==> src/rcc_pkg.sv <==
// package of constants and types for the reader cycle control block
`default_nettype none
package rcc_pkg;
  // ==========================================================
  // clock and timing
  localparam int unsigned CLK_HZ = 250_000_000;
  localparam int unsigned BAUD = 9600;
  localparam int unsigned BAUD_DIV = CLK_HZ / BAUD;
  localparam int unsigned TRIG_PULSE_US = 100;
  localparam int unsigned TRIG_PULSE_CYC = (TRIG_PULSE_US * (CLK_HZ / 1_000_000));
  localparam int unsigned BURST_MS = 50;
  localparam int unsigned BURST_CYC = BURST_MS * (CLK_HZ / 1000);
  localparam int unsigned VALID_MS = 60;
  localparam int unsigned VALID_CYC = VALID_MS * (CLK_HZ / 1000);
  localparam int unsigned RESET_MIN_MS = 1;
  localparam int unsigned RESET_MIN_CYC = RESET_MIN_MS * (CLK_HZ / 1000);
  localparam int unsigned CNT_W = 24;
  // ==========================================================
  // serial framing
  localparam int unsigned DATA_BITS = 8;
  localparam logic [7:0] XOFF_BYTE = 8'h13;
  localparam logic [7:0] XON_BYTE = 8'h11;
  // ==========================================================
  // command byte layout
  localparam int unsigned CMD_SYNC_BIT = 1;
  localparam int unsigned CMD_SYNC_VALID_BIT = 7;
  // ==========================================================
  // interrupt status bits
  localparam int unsigned IRQ_W = 4;
  localparam int unsigned EV_CYCLE_DONE = 0;
  localparam int unsigned EV_VALID_READ = 1;
  localparam int unsigned EV_RX_BYTE = 2;
  localparam int unsigned EV_RX_ERR = 3;
  // ==========================================================
  // register map (byte addresses)
  localparam logic [7:0] REG_STATUS = 8'h00;
  localparam logic [7:0] REG_IRQ_STAT = 8'h04;
  localparam logic [7:0] REG_IRQ_MASK = 8'h08;
  localparam logic [7:0] REG_TX_DATA = 8'h0C;
  localparam logic [7:0] REG_RX_DATA = 8'h10;
  localparam logic [7:0] REG_RESULT = 8'h14;
  localparam int unsigned RES_DONE_BIT = 0;
  localparam int unsigned RES_VALID_BIT = 1;
  typedef enum logic [2:0] {
    RCC_IDLE,
    RCC_HOLD,
    RCC_TRIG,
    RCC_BURST,
    RCC_RESULT
  } rcc_state_t;
endpackage : rcc_pkg
`default_nettype wire

==> src/rcc_uart_if.sv <==
// interface between cycle control and its serial engine
`default_nettype none
interface rcc_uart_if;
  logic [7:0] tx_data;
  logic tx_valid;
  logic tx_ready;
  logic [7:0] rx_data;
  logic rx_valid;
  logic rx_err;
  modport ctrl (output tx_data, output tx_valid, input tx_ready, input rx_data, input rx_valid, input rx_err);
  modport uart (input tx_data, input tx_valid, output tx_ready, output rx_data, output rx_valid, output rx_err);
endinterface : rcc_uart_if
`default_nettype wire

==> src/rcc_uart.sv <==
// 9600 baud 8n1 serial transmitter and receiver
`default_nettype none
module rcc_uart (
  input wire logic sys_clk,
  input wire logic rst_n,
  input wire logic rxd,
  output logic txd,
  rcc_uart_if.uart u
);
  localparam int unsigned DIV = rcc_pkg::BAUD_DIV;
  localparam logic [15:0] DIV_M1 = 16'(DIV - 1);
  localparam logic [15:0] HALF = 16'(DIV / 2);

  // ==========================================================
  // transmitter
  logic [15:0] tcnt_r, tcnt_nxt;
  logic [3:0] tbit_r, tbit_nxt;
  logic [9:0] tsh_r, tsh_nxt;
  logic tbusy_r, tbusy_nxt;
  logic txd_r, txd_nxt;

  assign u.tx_ready = !tbusy_r;
  assign txd = txd_r;

  always_comb begin
    tcnt_nxt = tcnt_r;
    tbit_nxt = tbit_r;
    tsh_nxt = tsh_r;
    tbusy_nxt = tbusy_r;
    txd_nxt = txd_r;
    if (!tbusy_r) begin
      txd_nxt = 1'b1;
      if (u.tx_valid) begin
        tsh_nxt = {1'b1, u.tx_data, 1'b0};
        tbusy_nxt = 1'b1;
        tcnt_nxt = '0;
        tbit_nxt = '0;
        txd_nxt = 1'b0;
      end
    end else if (tcnt_r == DIV_M1) begin
      tcnt_nxt = '0;
      if (tbit_r == 4'd9) begin
        tbusy_nxt = 1'b0;
        txd_nxt = 1'b1;
      end else begin
        tbit_nxt = tbit_r + 4'd1;
        txd_nxt = tsh_r[tbit_r + 4'd1];
      end
    end else begin
      tcnt_nxt = tcnt_r + 16'd1;
    end
  end

  always_ff @(posedge sys_clk or negedge rst_n) begin
    if (!rst_n) begin
      tcnt_r <= '0;
      tbit_r <= '0;
      tsh_r <= '1;
      tbusy_r <= 1'b0;
      txd_r <= 1'b1;
    end else begin
      tcnt_r <= tcnt_nxt;
      tbit_r <= tbit_nxt;
      tsh_r <= tsh_nxt;
      tbusy_r <= tbusy_nxt;
      txd_r <= txd_nxt;
    end
  end

  // ==========================================================
  // receiver, sampled mid bit
  logic [15:0] rcnt_r, rcnt_nxt;
  logic [3:0] rbit_r, rbit_nxt;
  logic [7:0] rsh_r, rsh_nxt;
  logic rbusy_r, rbusy_nxt;
  logic [7:0] rdat_r, rdat_nxt;
  logic rvld_r, rvld_nxt;
  logic rerr_r, rerr_nxt;

  assign u.rx_data = rdat_r;
  assign u.rx_valid = rvld_r;
  assign u.rx_err = rerr_r;

  always_comb begin
    rcnt_nxt = rcnt_r;
    rbit_nxt = rbit_r;
    rsh_nxt = rsh_r;
    rbusy_nxt = rbusy_r;
    rdat_nxt = rdat_r;
    rvld_nxt = 1'b0;
    rerr_nxt = 1'b0;
    if (!rbusy_r) begin
      if (!rxd) begin
        rbusy_nxt = 1'b1;
        rcnt_nxt = '0;
        rbit_nxt = '0;
      end
    end else if ((rbit_r == 4'd0 && rcnt_r == HALF) || (rbit_r != 4'd0 && rcnt_r == DIV_M1)) begin
      rcnt_nxt = '0;
      rbit_nxt = rbit_r + 4'd1;
      if (rbit_r == 4'd0) begin
        // glitch on the start bit: drop back to hunting
        if (rxd) begin
          rbusy_nxt = 1'b0;
        end
      end else if (rbit_r == 4'd9) begin
        rbusy_nxt = 1'b0;
        if (rxd) begin
          rdat_nxt = rsh_r;
          rvld_nxt = 1'b1;
        end else begin
          rerr_nxt = 1'b1;
        end
      end else begin
        rsh_nxt = {rxd, rsh_r[7:1]};
      end
    end else begin
      rcnt_nxt = rcnt_r + 16'd1;
    end
  end

  always_ff @(posedge sys_clk or negedge rst_n) begin
    if (!rst_n) begin
      rcnt_r <= '0;
      rbit_r <= '0;
      rsh_r <= '0;
      rbusy_r <= 1'b0;
      rdat_r <= '0;
      rvld_r <= 1'b0;
      rerr_r <= 1'b0;
    end else begin
      rcnt_r <= rcnt_nxt;
      rbit_r <= rbit_nxt;
      rsh_r <= rsh_nxt;
      rbusy_r <= rbusy_nxt;
      rdat_r <= rdat_nxt;
      rvld_r <= rvld_nxt;
      rerr_r <= rerr_nxt;
    end
  end
endmodule : rcc_uart
`default_nettype wire

==> src/rcc_top.sv <==
// reader cycle control: read cycle sequencing, pin outputs, serial and registers
// Functional notes
// - sync output high from read cycle start until cycle fully done, else low
// - while hold-off input high, transmitter stays off; start only after it falls
// - hold-off sampled only at cycle start; later rise does not abort cycle
// - 100 us high pulse on hold-off while idle starts one read at its fall
// - reset held while reset low; host holds it low at least 1 ms
// - serial receive bytes are 8n1 at 9600 baud
// - serial transmit bytes are 8n1 at 9600 baud
// - continuous input high runs repeated charge-only reads without commands
// - continuous input low idles until command or trigger pulse
// - wireless-align input high enables wireless sync, low disables it
// - wireless sync enabled tries to align bursts with nearby readers; here it only drives wireless_align_active, burst timing ignores it
// - command sync setting overrides wireless-align input only during that command
// - valid read raises valid flag output for about 60 ms
// - transmitter status output low while transmitter active, high otherwise
// - trigger and continuous reads use a 50 ms power burst
// - serial command runs even in continuous mode, then previous mode resumes
// - command during hold-off waits for its fall; only newest command kept
`default_nettype none
module rcc_top #(
  parameter int unsigned BURST_CYC = rcc_pkg::BURST_CYC,
  parameter int unsigned VALID_CYC = rcc_pkg::VALID_CYC,
  parameter int unsigned TRIG_CYC = rcc_pkg::TRIG_PULSE_CYC
) (
  input wire logic sys_clk,
  input wire logic resetn,
  input wire logic holdoff_trigger_in,
  input wire logic continuous_read_in,
  input wire logic wireless_align_in,
  input wire logic rxd,
  output logic txd,
  output logic sync_out,
  output logic tx_status_n,
  output logic valid_read_flag_out,
  output logic rf_enable,
  output logic wireless_align_active,
  input wire logic tag_valid,
  input wire logic [7:0] reg_addr,
  input wire logic [31:0] reg_wdata,
  input wire logic reg_wr,
  input wire logic reg_rd,
  output logic [31:0] reg_rdata,
  output logic irq
);
  localparam logic [rcc_pkg::CNT_W-1:0] BURST_M1 = rcc_pkg::CNT_W'(BURST_CYC - 1);
  localparam logic [rcc_pkg::CNT_W-1:0] VALID_M1 = rcc_pkg::CNT_W'(VALID_CYC - 1);
  localparam logic [rcc_pkg::CNT_W-1:0] TRIG_MIN = rcc_pkg::CNT_W'(TRIG_CYC);

  // ==========================================================
  // reset release
  logic rst_s1_r, rst_n;
  always_ff @(posedge sys_clk or negedge resetn) begin
    if (!resetn) begin
      rst_s1_r <= 1'b0;
      rst_n <= 1'b0;
    end else begin
      rst_s1_r <= 1'b1;
      rst_n <= rst_s1_r;
    end
  end

  // ==========================================================
  // serial engine
  rcc_uart_if ui ();
  rcc_uart u_uart (
    .sys_clk(sys_clk),
    .rst_n(rst_n),
    .rxd(rxd),
    .txd(txd),
    .u(ui.uart)
  );

  function automatic logic hit(input logic [7:0] a, input logic [7:0] off);
    hit = (a == off);
  endfunction : hit

  // ==========================================================
  // cycle sequencer state
  rcc_pkg::rcc_state_t st_r, st_nxt;
  logic [rcc_pkg::CNT_W-1:0] cnt_r, cnt_nxt;
  logic [rcc_pkg::CNT_W-1:0] hcnt_r, hcnt_nxt;
  logic [rcc_pkg::CNT_W-1:0] vcnt_r, vcnt_nxt;
  logic hold_d_r, hold_d_nxt;
  logic vflag_r, vflag_nxt;
  logic [7:0] cmd_r, cmd_nxt;
  logic cmd_pend_r, cmd_pend_nxt;
  logic cmd_act_r, cmd_act_nxt;
  logic got_valid_r, got_valid_nxt;
  logic paused_r, paused_nxt;
  logic ev_done, ev_valid;
  logic [31:0] result_r, result_nxt;
  logic hold_fall;
  logic cmd_byte;

  assign hold_fall = hold_d_r && !holdoff_trigger_in;
  assign cmd_byte = ui.rx_valid && ui.rx_data != rcc_pkg::XON_BYTE && ui.rx_data != rcc_pkg::XOFF_BYTE;

  always_comb begin
    st_nxt = st_r;
    cnt_nxt = cnt_r;
    hcnt_nxt = hcnt_r;
    vcnt_nxt = vcnt_r;
    hold_d_nxt = holdoff_trigger_in;
    vflag_nxt = vflag_r;
    cmd_nxt = cmd_r;
    cmd_pend_nxt = cmd_pend_r;
    cmd_act_nxt = cmd_act_r;
    got_valid_nxt = got_valid_r;
    paused_nxt = paused_r;
    result_nxt = result_r;
    ev_done = 1'b0;
    ev_valid = 1'b0;
    // xon/xoff handshake pauses new cycles
    if (ui.rx_valid && ui.rx_data == rcc_pkg::XOFF_BYTE) begin
      paused_nxt = 1'b1;
    end else if (ui.rx_valid && ui.rx_data == rcc_pkg::XON_BYTE) begin
      paused_nxt = 1'b0;
    end
    if (cmd_byte) begin
      cmd_nxt = ui.rx_data;
      cmd_pend_nxt = 1'b1;
    end
    // hold-off pulse width counter
    if (holdoff_trigger_in) begin
      if (hcnt_r != '1) begin
        hcnt_nxt = hcnt_r + 1'b1;
      end
    end else begin
      hcnt_nxt = '0;
    end
    unique0 case (st_r)
      rcc_pkg::RCC_IDLE: begin
        if (!paused_r) begin
          if (cmd_pend_r || cmd_byte) begin
            st_nxt = holdoff_trigger_in ? rcc_pkg::RCC_HOLD : rcc_pkg::RCC_BURST;
            cnt_nxt = '0;
            cmd_act_nxt = !holdoff_trigger_in;
            cmd_pend_nxt = holdoff_trigger_in;
          end else if (continuous_read_in) begin
            st_nxt = holdoff_trigger_in ? rcc_pkg::RCC_HOLD : rcc_pkg::RCC_BURST;
            cnt_nxt = '0;
          end else if (hold_fall && hcnt_r >= TRIG_MIN) begin
            st_nxt = rcc_pkg::RCC_BURST;
            cnt_nxt = '0;
          end
        end
      end
      rcc_pkg::RCC_HOLD: begin
        if (!holdoff_trigger_in) begin
          st_nxt = rcc_pkg::RCC_BURST;
          cnt_nxt = '0;
          // a byte landing on the same edge as the release still runs
          cmd_act_nxt = cmd_pend_r || cmd_byte;
          cmd_pend_nxt = 1'b0;
        end
      end
      rcc_pkg::RCC_BURST: begin
        got_valid_nxt = got_valid_r | tag_valid;
        if (cnt_r == BURST_M1) begin
          st_nxt = rcc_pkg::RCC_RESULT;
        end else begin
          cnt_nxt = cnt_r + 1'b1;
        end
      end
      rcc_pkg::RCC_RESULT: begin
        st_nxt = rcc_pkg::RCC_IDLE;
        ev_done = 1'b1;
        ev_valid = got_valid_r;
        result_nxt = '0;
        result_nxt[rcc_pkg::RES_DONE_BIT] = 1'b1;
        result_nxt[rcc_pkg::RES_VALID_BIT] = got_valid_r;
        got_valid_nxt = 1'b0;
        cmd_act_nxt = 1'b0;
      end
      default: st_nxt = rcc_pkg::RCC_IDLE;
    endcase
    if (ev_valid) begin
      vflag_nxt = 1'b1;
      vcnt_nxt = '0;
    end else if (vflag_r) begin
      if (vcnt_r == VALID_M1) begin
        vflag_nxt = 1'b0;
      end else begin
        vcnt_nxt = vcnt_r + 1'b1;
      end
    end
  end

  always_ff @(posedge sys_clk or negedge rst_n) begin
    if (!rst_n) begin
      st_r <= rcc_pkg::RCC_IDLE;
      cnt_r <= '0;
      hcnt_r <= '0;
      vcnt_r <= '0;
      hold_d_r <= 1'b0;
      vflag_r <= 1'b0;
      cmd_r <= '0;
      cmd_pend_r <= 1'b0;
      cmd_act_r <= 1'b0;
      got_valid_r <= 1'b0;
      paused_r <= 1'b0;
      result_r <= '0;
    end else begin
      st_r <= st_nxt;
      cnt_r <= cnt_nxt;
      hcnt_r <= hcnt_nxt;
      vcnt_r <= vcnt_nxt;
      hold_d_r <= hold_d_nxt;
      vflag_r <= vflag_nxt;
      cmd_r <= cmd_nxt;
      cmd_pend_r <= cmd_pend_nxt;
      cmd_act_r <= cmd_act_nxt;
      got_valid_r <= got_valid_nxt;
      paused_r <= paused_nxt;
      result_r <= result_nxt;
    end
  end

  // ==========================================================
  // pin outputs, registered
  logic sync_r, sync_nxt, rf_r, rf_nxt, wla_r, wla_nxt;
  always_comb begin
    rf_nxt = (st_nxt == rcc_pkg::RCC_BURST);
    sync_nxt = (st_nxt == rcc_pkg::RCC_BURST) || (st_nxt == rcc_pkg::RCC_RESULT);
    // command setting wins only while the command runs
    wla_nxt = (cmd_act_nxt && cmd_nxt[rcc_pkg::CMD_SYNC_VALID_BIT]) ? cmd_nxt[rcc_pkg::CMD_SYNC_BIT]
      : wireless_align_in;
  end
  always_ff @(posedge sys_clk or negedge rst_n) begin
    if (!rst_n) begin
      sync_r <= 1'b0;
      rf_r <= 1'b0;
      wla_r <= 1'b0;
    end else begin
      sync_r <= sync_nxt;
      rf_r <= rf_nxt;
      wla_r <= wla_nxt;
    end
  end
  assign sync_out = sync_r;
  assign rf_enable = rf_r;
  assign tx_status_n = !rf_r;
  assign wireless_align_active = wla_r;
  assign valid_read_flag_out = vflag_r;

  // ==========================================================
  // register port and interrupts
  logic [rcc_pkg::IRQ_W-1:0] ist_r, ist_nxt, imask_r, imask_nxt, ev;
  logic [31:0] rdata_r, rdata_nxt;
  logic [7:0] txd_r, txd_nxt;
  logic txv_r, txv_nxt;

  assign ui.tx_data = txd_r;
  assign ui.tx_valid = txv_r;
  always_comb begin
    ev = '0;
    ev[rcc_pkg::EV_CYCLE_DONE] = ev_done;
    ev[rcc_pkg::EV_VALID_READ] = ev_valid;
    ev[rcc_pkg::EV_RX_BYTE] = ui.rx_valid;
    ev[rcc_pkg::EV_RX_ERR] = ui.rx_err;
    ist_nxt = ist_r;
    imask_nxt = imask_r;
    txd_nxt = txd_r;
    txv_nxt = txv_r && !ui.tx_ready;
    rdata_nxt = '0;
    if (reg_wr && hit(reg_addr, rcc_pkg::REG_IRQ_STAT)) begin
      ist_nxt = ist_r & ~reg_wdata[rcc_pkg::IRQ_W-1:0];
    end
    ist_nxt = ist_nxt | ev; // set beats clear
    if (reg_wr && hit(reg_addr, rcc_pkg::REG_IRQ_MASK)) begin
      imask_nxt = reg_wdata[rcc_pkg::IRQ_W-1:0];
    end
    if (reg_wr && hit(reg_addr, rcc_pkg::REG_TX_DATA) && !txv_r) begin
      txd_nxt = reg_wdata[7:0];
      txv_nxt = 1'b1;
    end
    if (reg_rd) begin
      if (hit(reg_addr, rcc_pkg::REG_STATUS)) begin
        rdata_nxt = {24'h00_0000, paused_r, txv_r, cmd_pend_r, cmd_act_r, wla_r, vflag_r, rf_r, sync_r};
      end else if (hit(reg_addr, rcc_pkg::REG_IRQ_STAT)) begin
        rdata_nxt = {28'h000_0000, ist_r};
      end else if (hit(reg_addr, rcc_pkg::REG_IRQ_MASK)) begin
        rdata_nxt = {28'h000_0000, imask_r};
      end else if (hit(reg_addr, rcc_pkg::REG_RX_DATA)) begin
        rdata_nxt = {24'h00_0000, ui.rx_data};
      end else if (hit(reg_addr, rcc_pkg::REG_RESULT)) begin
        rdata_nxt = result_r;
      end
    end
  end
  always_ff @(posedge sys_clk or negedge rst_n) begin
    if (!rst_n) begin
      ist_r <= '0;
      imask_r <= '0;
      rdata_r <= '0;
      txd_r <= '0;
      txv_r <= 1'b0;
    end else begin
      ist_r <= ist_nxt;
      imask_r <= imask_nxt;
      rdata_r <= rdata_nxt;
      txd_r <= txd_nxt;
      txv_r <= txv_nxt;
    end
  end
  assign reg_rdata = rdata_r;
  assign irq = |(ist_r & imask_r);
endmodule : rcc_top
`default_nettype wire

==> config.mk <==
export PLATFORM = sky130hd
export DESIGN_NAME = rcc_top
export DESIGN_NICKNAME = d
export VERILOG_FILES = /design/src/rcc_pkg.sv /design/src/rcc_uart_if.sv /design/src/rcc_uart.sv /design/src/rcc_top.sv
export SDC_FILE = /design/constraint.sdc
export NUM_CORES = 1
export LEC_CHECK = 0
export BUFFER_PORTS_ARGS = -buffer_cell sky130_fd_sc_hd__clkbuf_2
export CORE_MARGIN = 5
export CORE_UTILIZATION = 25
export DETAILED_ROUTE_END_ITERATION = 8
export PLACE_DENSITY = 0.43
export SYNTH_ARGS = -nofsm -noshare
export SYNTH_HDL_FRONTEND = slang
export SYNTH_HIERARCHICAL = 1
export SYNTH_SLANG_ARGS = --single-unit
==> constraint.sdc <==
create_clock -name sys_clk -period 15.3 [get_ports sys_clk]
set_input_delay 0.765 -clock sys_clk [delete_from_list [all_inputs] [get_ports sys_clk]]
set_output_delay 0.765 -clock sys_clk [all_outputs]
set_load 0.01 [all_outputs]
==> results.py <==
metrics = {
    "die": {
        "num_rows": 73,
        "die_width_um": 209,
        "core_um2": 39500,
        "ios": 88,
        "start_util_pct": 25.1,
        "die_area_um2": 43800,
        "die_h_um": 209,
    },
    "logic_synthesis": {
        "synthTopCellsByArea": "dfrtp_1 44%, mux2_2 4.4%, nor2_1 3.8%, nand2_1 3.4%, nand3_1 2.7%",
        "synthXorXnorAreaFrac_pct": 4.06,
        "synth.largest_area_cell": "dfrtp_1",
        "synth.mux.area_fraction_pct": 5.69,
        "synthDominantCellAreaShare_pct": 44.2,
        "ys_seq_elements": 185,
        "syn_inst": 1004,
        "synth_top_family_by_area": "simple AND/OR/NAND/NOR gates",
        "synth_area_per_cell_um2": 9.88,
        "yosysMostFrequentCell": "dfrtp_1",
        "synthDistinctLibCells": 91,
        "synth_flop_cell": "dfrtp_1",
        "synth_compound_area_share_pct": 13.2,
        "netlist_area_um2": 9920,
        "synth_edf_count": 0,
        "synth_simple_gate_area_share_pct": 23.8,
        "synthAdderAreaFrac_pct": 1.64,
        "synth-warning-count": 6,
        "synth-seq-area-share_pct": 46.8,
        "synth_common_cells": "175 x dfrtp_1, 101 x nor2_1, 89 x nand2_1",
        "async_flop_share_pct": 100,
    },
    "final_layout": {
        "final_nets": 1094,
        "multi_input_area_um2": 4910,
        "num-fill-cells": 4220,
        "instances_no_fill": 1570,
        "drive_gt1_share_pct": 16.4,
        "diodes": 0,
        "seq_area_um2": 4650,
        "area_growth_pct": 12.7,
        "fin_util_pct": 28.3,
    },
    "sta": {
        "finalSetupViolations": 0,
        "fin_crit_ns": 2.60,
        "fmax_mhz": 385,
        "skew_ns": 0.0138,
        "relSlewSlack_pct": 39.1,
        "hold_viol": 0,
        "period_share_pct": 17.0,
        "drv_slew": 0,
        "rsz0062_at_grt": "false",
        "finalSetupTns_ns": 0,
        "worstMarginPinSlew_ns": 0.911,
    },
    "run": {
        "maxCapViolations": 0,
    },
    "critical_path": {
        "path_class": "reg -> reg",
        "slowest_delay_ns": 0.69,
        "crit_fanout": 17,
        "worst_ep_arrival_time_ns": 2.96,
        "end_kind": "flop",
        "startpoint_type": "flop",
        "crit_path_top_delay_cell": "and4_1",
        "path_cells": "or4_1 > nor3_1 > a31o_2 > and4_1 > or2b_4 > a2bb2oi_1",
        "critPathBufInv": 0,
        "r2r_slack_ns": 12.70,
        "crit_required_ns": 15.66,
        "critical-path-top-delay-family": "simple AND/OR/NAND/NOR gates",
    },
    "global_routing": {
        "antenna_found_initial": 0,
        "gr-usage-all-layers_pct": 10.8,
        "grt_pass1_wl_um": 39500,
        "grt_pass1_vias": 7342,
        "grt_max_degree": 68,
        "overflow": 0,
    },
    "cts": {
        "root_buffer": "clkbuf_16",
        "cts_hold_buf": 0,
        "htree_levels": 4,
        "clockBufferDepth": 2,
        "path_clk_slew_ns": 0.07,
        "cts_sinks": 185,
        "cts_setup_buffers": 0,
        "cts_buffers": 17,
        "cts_resized": 0,
        "cts_tree": "yes",
        "insertion_delay_ns": 0.44,
    },
    "detailed_routing": {
        "drcViolationCount": 0,
        "wl_per_cell_um": 14.7,
        "dr.pass1.iters": 5,
        "finalWirelength_um": 23000,
        "drtIter0Drc": 485,
        "vias": 7338,
        "ant_nets": 0,
        "drt-vias-per-instance": 4.67,
    },
    "pwr": {
        "p_leak_nw": 4.74,
        "p_per_area_nw_per_um2": 99.9,
        "ir_drop_mv": 0.0533,
    },
    "placement": {
        "dp_cells": 1538,
        "hpwl_um": 16000,
        "io_buffers": 39,
        "gp_congestion": 0.780,
    },
    "hold_path": {
        "hold_path_class": "in -> async",
    },
    "run_status": {
        "status": "completed",
    },
}
stage by stage:
step           hold slack (ns)  total power [mW]  worst slack (ns)  instance area (µm²)
4_1_cts                 0.0714              1.14             12.67                11200
2_1_floorplan            0.331             0.631              9.78                10000
6_report                0.0926              1.12             12.70                11200
3_3_place_gp             0.271             0.661             12.34                10600
5_1_grt                 0.0677              1.18             12.51                11200
3_5_place_dp             0.274             0.662             12.33                10600
worst reg2reg max path, cell delays in order, from the launching register on:
cell       delay (ns)
dfrtp_1          0.43
or4_1            0.52
nor3_1           0.22
a31o_2           0.23
and4_1           0.69
or2b_4           0.28
a2bb2oi_1        0.16
placed cells by master, fill, tap and decap left out, types with 13 or more instances in the layout:
cell	n
o21ai_0	41
conb_1	25
inv_1	32
mux2_2	39
ha_1	13
a31oi_1	13
nand2_1	89
clkbuf_16	17
nand3_1	53
nor2_1	101
or3_1	15
xnor2_1	25
clkbuf_2	39
and3_1	20
a21oi_1	42
nand4_1	21
o31ai_1	14
dfrtp_1	174
nor3_1	30
xor2_1	21
state kept, by name (all words and copies together), names as in the netlist, 2 cells and up:
register	cells
u_uart/tcnt_r	16
st_r	3
u_uart/tsh_r	9
ist_r	4
reg_rdata	8
u_uart/rbit_r	4
u_uart/rcnt_r	16
imask_r	4
txd_r	8
u_uart/u.rx_data	8
cnt_r	24
cmd_r	2
u_uart/tbit_r	4
hcnt_r	24
u_uart/rsh_r	8
result_r	2
vcnt_r	24
cell type report:
| cell class | count | share of cell area [%] |
|---|---|---|
| Timing Repair Buffer | 44 | 2.08 |
| Clock buffer | 21 | 4.03 |
| Multi-Input combinational cell | 750 | 43.9 |
| Sequential cell | 185 | 41.6 |
| Clock inverter | 11 | 1.43 |
| Tap cell | 525 | 5.88 |
| Inverter | 34 | 1.14 |
report_power, final:
part	leakage (nW)	switching [mW]	internal [mW]
registers	2.34	0.0366	0.513
clock network	0.297	0.200	0.265
logic	2.10	0.0617	0.0407
per-layer routing:
metal	up-vias	share of wire (%)	global-route usage [%]
met4	0	0.63	2.57
met2	102	45	16.3
met1	3591	52	15.8
met5	-	0	0
li1	3637	-	-
met3	8	3.0	2.45
cells by family (layout without fill, tap and decap cells):
group / after synthesis / after routing
buffers and inverters: 92 / 110
AND/OR/NAND/NOR: 429 / 429
adder cells (fa/ha/maj): 13 / 13
AO/OA/AOI/OAI: 188 / 188
flip-flops: 185 / 185
XOR/XNOR: 46 / 46
other: 2 / 25
multiplexers: 49 / 49
path summary, 6_finish.rpt:
path	from	end	cells after the start
max reg2reg	hcnt_r[19]	cnt_r[18]	6
max in group asynchronous	rst_n	vcnt_r[2]	2
min	resetn	rst_n	1
min reg2reg	rst_n	u_uart/rcnt_r[4]	0
max	hcnt_r[19]	cnt_r[18]	6
min in group sys_clk	rst_s1_r	rst_n	0
Note: power is estimated with default switching activity, not from simulation.
